$ cat src/sbu_defines.vh
// Register offsets, field positions, reset values and timing counts of the serial bus unit
`ifndef SBU_DEFINES_VH
`define SBU_DEFINES_VH
`define SBU_IDX_MODE 20'hf0231
`define SBU_IDX_LOW 20'hf0232
`define SBU_IDX_HIGH 20'hf0233
`define SBU_IDX_MAIN 20'hf0230
`define SBU_IDX_LINE 20'hf0234
`define SBU_ADDR_MODE 12'h0c4
`define SBU_ADDR_LOW 12'h0c8
`define SBU_ADDR_HIGH 12'h0cc
`define SBU_ADDR_MAIN 12'h0c0
`define SBU_ADDR_LINE 12'h0d0
`define SBU_MODE_RESET 8'h00
`define SBU_WIDTH_RESET 8'hff
`define SBU_MAIN_RESET 8'h00
`define SBU_BIT_WAKE 7
`define SBU_BIT_CLK_LVL 5
`define SBU_BIT_DAT_LVL 4
`define SBU_BIT_SPEED 3
`define SBU_BIT_FILTER 2
`define SBU_BIT_ENABLE 7
`define SBU_FILTER_LEN 4
`endif

$ cat src/sbu_line_filter.v
// Digital noise filter for one sampled bus line
`timescale 1ns/1ps
`default_nettype none
`include "sbu_defines.vh"
module sbu_line_filter (
   input wire pclk,
   input wire presetn,
   input wire line_in,
   input wire filter_on,
   output reg line_out
);
   reg [`SBU_FILTER_LEN-1:0] hist;
   always @(posedge pclk or negedge presetn) begin
      if (!presetn) begin
         hist <= {`SBU_FILTER_LEN{1'b1}};
         line_out <= 1'b1;
      end else begin
         hist <= {hist[`SBU_FILTER_LEN-2:0], line_in};
         // Only a level stable across the whole history passes when filtering
         if (!filter_on) begin
            line_out <= line_in;
         end else if (&{hist, line_in}) begin
            line_out <= 1'b1;
         end else if (~|{hist, line_in}) begin
            line_out <= 1'b0;
         end
      end
   end
endmodule
`default_nettype wire

$ cat src/sbu_mode_ctrl.v
// APB register block with mode, wake, line sense and serial clock width logic
//
// Decided for this implementation: the APB interface to the registers.
`timescale 1ns/1ps
`default_nettype none
`include "sbu_defines.vh"
// Requirements on this block and its use
// Software changes mode fields except wakeup only while interface disabled.
// Mode control register resets to zero.
// Mode register layout: wake 7, clock 5, data 4, speed 3, filter 2.
// Wakeup bit enables address-match wakeup during stop mode.
// Software waits three clocks after setting wakeup before stop.
// Software clears wakeup after a match before resuming traffic.
// Match interrupt timing same with wakeup set, within one sample.
// Stop-condition interrupt suppressed while wakeup bit is set.
// Software sets wakeup only when all participation flags are clear.
// Clock-line level bit follows the pin when enabled, else zero.
// Data-line level bit follows the pin when enabled, else zero.
// Speed select chooses standard mode at 0, fast mode at 1.
// Filter bit applies a digital noise filter to bus inputs.
// Filter setting never alters the generated transfer clock; the filter here delays scl_filtered and so the start of the high count.
// Peripheral clock at least 1 MHz standard, 3.5 MHz fast.
// Low-width register, 8 bits, resets to all ones.
// Data hold time is a quarter of the programmed low period.
// High-width register, 8 bits, resets to all ones.
// Software routes the pins through port setup registers.
// Lines are open-drain outputs read through sampled inputs.
// Low and high periods count peripheral clock cycles.
// Open-drain line drives low only; released bus reads high.
module sbu_mode_ctrl (
   input wire pclk,
   input wire presetn,
   input wire psel,
   input wire penable,
   input wire pwrite,
   input wire [11:0] paddr,
   input wire [31:0] pwdata,
   output wire [31:0] prdata,
   output wire pready,
   output wire pslverr,
   input wire serial_clock_pin_in,
   output wire serial_clock_pin_out,
   output wire serial_clock_pin_oe,
   input wire serial_data_pin_in,
   output wire serial_data_pin_out,
   output wire serial_data_pin_oe,
   input wire clock_drive_req,
   input wire data_drive_low,
   input wire stop_seen,
   input wire stop_irq_enable,
   input wire match_seen,
   input wire in_stop_mode,
   output reg stop_irq,
   output reg match_irq,
   output reg wake_request,
   output wire fast_mode,
   output reg data_out_strobe,
   output wire scl_filtered,
   output wire sda_filtered
);
   reg [7:0] main_bus_control;
   reg match_wakeup_bit;
   reg speed_select;
   reg noise_filter_on;
   reg [7:0] clock_low_width;
   reg [7:0] clock_high_width;
   reg [1:0] scl_sync;
   reg [1:0] sda_sync;
   reg clock_line_level;
   reg data_line_level;
   reg [8:0] phase_cnt;
   reg clk_low_phase;
   reg clk_drive_low;
   reg [31:0] read_data;
   reg [7:0] next_read;
   wire interface_enable;
   wire wr_en;
   wire rd_en;
   wire addr_ok;
   wire [7:0] wbyte;
   wire [8:0] low_count;
   wire [8:0] high_count;
   wire [8:0] hold_count;

   assign interface_enable = main_bus_control[`SBU_BIT_ENABLE];
   assign wbyte = pwdata[7:0];
   assign addr_ok = (paddr == `SBU_ADDR_MODE) || (paddr == `SBU_ADDR_LOW) ||
                    (paddr == `SBU_ADDR_HIGH) || (paddr == `SBU_ADDR_MAIN) ||
                    (paddr == `SBU_ADDR_LINE);
   // Zero-wait slave: every access completes in its first access cycle
   assign pready = 1'b1;
   assign pslverr = psel & penable & ~addr_ok;
   assign wr_en = psel & penable & pwrite & addr_ok;
   assign rd_en = psel & ~penable & ~pwrite;
   assign prdata = read_data;

   // Registers; widths and mode fields are not gated by enable, software must honour that
   always @(posedge pclk or negedge presetn) begin
      if (!presetn) begin
         main_bus_control <= `SBU_MAIN_RESET;
         match_wakeup_bit <= 1'b0;
         speed_select <= 1'b0;
         noise_filter_on <= 1'b0;
         clock_low_width <= `SBU_WIDTH_RESET;
         clock_high_width <= `SBU_WIDTH_RESET;
      end else if (wr_en) begin
         case (paddr)
            `SBU_ADDR_MAIN: main_bus_control <= wbyte;
            `SBU_ADDR_MODE: begin
               match_wakeup_bit <= wbyte[`SBU_BIT_WAKE];
               speed_select <= wbyte[`SBU_BIT_SPEED];
               noise_filter_on <= wbyte[`SBU_BIT_FILTER];
            end
            `SBU_ADDR_LOW: clock_low_width <= wbyte;
            `SBU_ADDR_HIGH: clock_high_width <= wbyte;
            default: main_bus_control <= main_bus_control;
         endcase
      end
   end

   always @* begin
      next_read = 8'h00;
      case (paddr)
         `SBU_ADDR_MAIN: next_read = main_bus_control;
         // Bits 6, 1 and 0 read zero
         `SBU_ADDR_MODE: next_read = {match_wakeup_bit, 1'b0, clock_line_level,
                                      data_line_level, speed_select, noise_filter_on,
                                      2'b00};
         `SBU_ADDR_LOW: next_read = clock_low_width;
         `SBU_ADDR_HIGH: next_read = clock_high_width;
         `SBU_ADDR_LINE: next_read = {6'h00, clk_drive_low, clk_low_phase};
         default: next_read = 8'h00;
      endcase
   end

   always @(posedge pclk or negedge presetn) begin
      if (!presetn) begin
         read_data <= 32'h0000_0000;
      end else if (rd_en) begin
         read_data <= {24'h000000, next_read};
      end
   end

   // Two-stage pin synchronisers; second stage feeds everything else
   always @(posedge pclk or negedge presetn) begin
      if (!presetn) begin
         scl_sync <= 2'b11;
         sda_sync <= 2'b11;
      end else begin
         scl_sync <= {scl_sync[0], serial_clock_pin_in};
         sda_sync <= {sda_sync[0], serial_data_pin_in};
      end
   end

   sbu_line_filter u_scl_filter (
      .pclk(pclk),
      .presetn(presetn),
      .line_in(scl_sync[1]),
      .filter_on(noise_filter_on),
      .line_out(scl_filtered)
   );

   sbu_line_filter u_sda_filter (
      .pclk(pclk),
      .presetn(presetn),
      .line_in(sda_sync[1]),
      .filter_on(noise_filter_on),
      .line_out(sda_filtered)
   );

   // Level bits show the raw synchronised pin, forced low when disabled
   always @(posedge pclk or negedge presetn) begin
      if (!presetn) begin
         clock_line_level <= 1'b0;
         data_line_level <= 1'b0;
      end else begin
         clock_line_level <= interface_enable & scl_sync[1];
         data_line_level <= interface_enable & sda_sync[1];
      end
   end

   assign fast_mode = speed_select;

   // Period counts come from widths only; filter setting has no path here
   assign low_count = {1'b0, clock_low_width};
   assign high_count = {1'b0, clock_high_width};
   assign hold_count = {3'b000, clock_low_width[7:2]};

   always @(posedge pclk or negedge presetn) begin
      if (!presetn) begin
         phase_cnt <= 9'h000;
         clk_low_phase <= 1'b0;
         clk_drive_low <= 1'b0;
         data_out_strobe <= 1'b0;
      end else begin
         data_out_strobe <= 1'b0;
         if (!interface_enable || !clock_drive_req) begin
            phase_cnt <= 9'h000;
            clk_low_phase <= 1'b0;
            clk_drive_low <= 1'b0;
         end else if (clk_low_phase) begin
            clk_drive_low <= 1'b1;
            if (phase_cnt == hold_count) begin
               data_out_strobe <= 1'b1;
            end
            if (phase_cnt + 9'h001 >= low_count) begin
               clk_low_phase <= 1'b0;
               clk_drive_low <= 1'b0;
               phase_cnt <= 9'h000;
            end else begin
               phase_cnt <= phase_cnt + 9'h001;
            end
         end else if (scl_filtered || phase_cnt != 9'h000) begin
            // High phase counts only once the line has really risen (stretching)
            if (phase_cnt + 9'h001 >= high_count) begin
               clk_low_phase <= 1'b1;
               clk_drive_low <= 1'b1;
               phase_cnt <= 9'h000;
            end else begin
               phase_cnt <= phase_cnt + 9'h001;
            end
         end
      end
   end

   // Open-drain: output value fixed low, enable means pulling low
   assign serial_clock_pin_out = 1'b0;
   assign serial_clock_pin_oe = interface_enable & clk_drive_low;
   assign serial_data_pin_out = 1'b0;
   assign serial_data_pin_oe = interface_enable & data_drive_low;

   // Interrupt gating and wakeup; same pipeline depth whether or not wake is set
   always @(posedge pclk or negedge presetn) begin
      if (!presetn) begin
         stop_irq <= 1'b0;
         match_irq <= 1'b0;
         wake_request <= 1'b0;
      end else begin
         stop_irq <= stop_seen & stop_irq_enable & ~match_wakeup_bit;
         match_irq <= match_seen;
         wake_request <= match_seen & match_wakeup_bit & in_stop_mode;
      end
   end
endmodule
`default_nettype wire

$ cat config.mk
export PLATFORM = sky130hd
export DESIGN_NAME = sbu_mode_ctrl
export DESIGN_NICKNAME = d
export VERILOG_FILES = /design/src/sbu_line_filter.v /design/src/sbu_mode_ctrl.v
export VERILOG_INCLUDE_DIRS = /design/src
export SDC_FILE = /design/constraint.sdc
export NUM_CORES = 1
export LEC_CHECK = 0
export BUFFER_PORTS_ARGS = -buffer_cell sky130_fd_sc_hd__buf_2
export CAP_MARGIN = 20
export CORE_MARGIN = 2
export CORE_UTILIZATION = 45
export CTS_CLUSTER_DIAMETER = 50
export DETAILED_ROUTE_END_ITERATION = 10
export PLACE_DENSITY = 0.72
export RECOVER_POWER = 25
export SYNTH_ARGS = -nofsm -noshare
export SYNTH_HDL_FRONTEND = slang
export SYNTH_HIERARCHICAL = 1
export SYNTH_SLANG_ARGS = --single-unit
$ cat constraint.sdc
create_clock -name pclk -period 7.6 [get_ports pclk]
set_input_delay 1.14 -clock pclk [delete_from_list [all_inputs] [get_ports pclk]]
set_output_delay 1.14 -clock pclk [all_outputs]
set_load 0.005 [all_outputs]
==> qor.yml <==
io_buffers: 50
clkTransAtPathRegs_ps: 70
status: "complete, but fails checks"
num_vias: 2363
yosysUniqueCellTypes: 50
grt_use_total_pct: 17.11
ir_drop_v: 0.0001269
fin_nets: 433
slew_violations: 67
wl_um: 6868
synth-async-reset-ratio_pct: 100.0
overflow: 0
synth_warnings: 6
rsz0062_at_grt: "no"
die_y_um: 92.63
setup_tns_ps: 0
core_mm2: 0.007687
p_leak_uw: 0.001887
worstPathArrival_ps: 3600
endpoint_kind: "async pin"
drt_iter0_markers: 87
fillers: 701
p_per_area_mw_per_mm2: 196.8
finClkSkew_ps: 7.748
power_uw: 796.2
dieArea_mm2: 0.008579
crit_buf_inv: 2
syn_inst: 305
crit_chain: "buf_2, clkbuf_1"
io_pins: 102
antenna_cells: 0
drv_cap: 1
cp_slowest_cell: "clkbuf_1"
grt_first_pass_wirelength_um: 11290
post_dp_cell_area_mm2: 0.003776
crit_required_ps: 7310
start_util_pct: 45.98
synth_area_leader_cell: "dfrtp_1"
synth_flop_cell: "dfrtp_1"
synthTopCellsByArea: "dfrtp_1, dfstp_2, mux2_2"
synth_edf_count: 0
dp_hpwl_um: 5135
violations: "max-capacitance violations, max-slew violations"
clock-sinks: 66
clockBufferDepth: 2
min_path_type: "reg2reg"
wl_per_cell_um: 14.77
start_kind: "input pin"
grt_pass1_vias: 2398
num_rows: 32
finalSetupViolCount: 0
grt_start_max_net_pins: 67
design_area_mm2: 0.004046
synth_area_per_cell_um2: 11.59
insertion_delay_ps: 340
cts_tree: "done"
critPathTopFamily: "buffers and inverters"
synth_area_mm2: 0.003535
gp_congestion: 0.8714
clockRootBuffer: "clkbuf_8"
cts_resized: 0
fmax_mhz: 257.1
ys_ff_latch: 66
drtAntennaViolNets: 0
die_w_um: 92.63
hold_ws_ps: 362.8
cp_max_fo: 66
cts_max_level: 3
max_stage_delay_ps: 2350
dr.pass1.iters: 4
max-slew-margin-rel_pct: -123.0
final_min_period_over_clock_period_pct: 51.19
tightest_slew_ps: 3344
drcViolationCount: 0
area_growth_syn_to_layout_pct: 14.48
cts_buffers: 9
antenna_found_initial: 0
finalHoldViolCount: 0
ctsHoldBuffers: 0
crit_type: "in2async"
drive_gt1_share_pct: 34.44
cts_setup_buffers: 0
synth_top_area_share_pct: 25.49
ys_seq_area_share_pct: 47.79
period_needed_ps: 3890
vias_per_cell: 5.082
==> stage by stage <==
stage / util, % / std cells / setup slack (ps)
floorplan: - / 331 / 4262
global placement: 49.12 / 449 / 4262
detailed placement: 49.12 / 449 / 4233
CTS: 52.69 / 465 / 4343
global route: 52.64 / 465 / 3062
finish: 52.64 / 465 / 3710
==> flip-flops by register name (all words and copies together), names as in the netlist, 2 cells and up <==
register / flops
u_scl_filter/hist: 4
u_sda_filter/hist: 4
clock_low_width: 8
clock_high_width: 8
main_bus_control: 8
scl_sync: 2
sda_sync: 2
prdata: 8
phase_cnt: 9
==> path summary, 6_finish.rpt <==
path	slack [ps]	cells after the start	startpoint	end
max in group pclk	4330	5	paddr[9]	pslverr
max	3710	2	presetn	prdata[1]$_DFFE_PN0P_
min	360	0	scl_sync[0]$_DFF_PN1_	scl_sync[1]$_DFF_PN1_
max reg2reg	4600	10	phase_cnt[0]$_DFFE_PN0P_	phase_cnt[6]$_DFFE_PN0P_
min reg2reg	360	0	scl_sync[0]$_DFF_PN1_	scl_sync[1]$_DFF_PN1_
min in group asynchronous	2030	2	presetn	phase_cnt[1]$_DFFE_PN0P_
==> power by group <==
group	total [uW]	internal [uW]	switching [uW]
combinational	37.0	14.2	22.8
sequential	364	360	3.98
clock	395	261	134
==> cell usage after synthesis, types with 5 or more instances <==
cell / instances
mux2i_1: 5
nand2_1: 19
and3_1: 6
clkbuf_1: 5
mux4_2: 5
a21oi_1: 6
ha_1: 18
dfrtp_1: 36
nand4_1: 7
nor3_1: 6
inv_1: 17
o21ai_0: 6
dfstp_2: 30
and2_1: 5
xnor2_1: 9
mux2_2: 27
a21boi_0: 6
buf_4: 27
nor2_1: 9
nand3_1: 7
==> logic make-up after synthesis <==
family	after synthesis	share of synthesized area, %
and+or+nand+nor	75	12.21
DFF	66	47.79
buffers and inverters	52	8.637
AOI/OAI and AO/OA	42	8.354
muxes	37	13.20
adders and majority gates	18	6.372
xor gates and xnor gates	13	3.221
other	2	0.2125
==> placed cells by master (no fill, tap or decap), types with 3 or more instances in the layout <==
cell type,count
a21o_1,4
ha_1,18
nand2b_1,3
mux2_2,27
xor2_1,4
mux2i_1,5
nand4_1,7
a21oi_1,6
bufinv_16,4
nor3_1,6
nand2_1,19
a21boi_0,6
o21ai_0,6
dfrtp_1,36
nand3_1,7
inv_1,17
and2_1,4
buf_2,50
o22a_1,3
nor2_1,9
xnor2_1,9
conb_1,28
dfstp_1,8
dfstp_2,22
and3_1,6
mux4_2,5
a31oi_1,4
o21a_1,3
clkbuf_8,10
==> final cells by class <==
| class | count | area (um^2) | share of cell area, % |
|---|---|---|---|
| clock buffer | 10 | 137.6 | 3.401 |
| clock inverter | 6 | 136.4 | 3.370 |
| inverter | 17 | 63.81 | 1.577 |
| multi-input combinational | 213 | 1638 | 40.48 |
| sequential | 66 | 1689 | 41.74 |
| tap | 102 | 127.6 | 3.154 |
| timing repair buffer | 51 | 254.0 | 6.277 |
==> routing by layer <==
metal,share of wire [%],vias to the layer above,track usage (%)
met5,0,-,0
met4,1.2,0,5.025
met3,6.0,5,5.207
met2,50,76,29.74
met1,43,1149,20.51
li1,-,1133,-
Note: power is estimated with default switching activity, not from simulation.
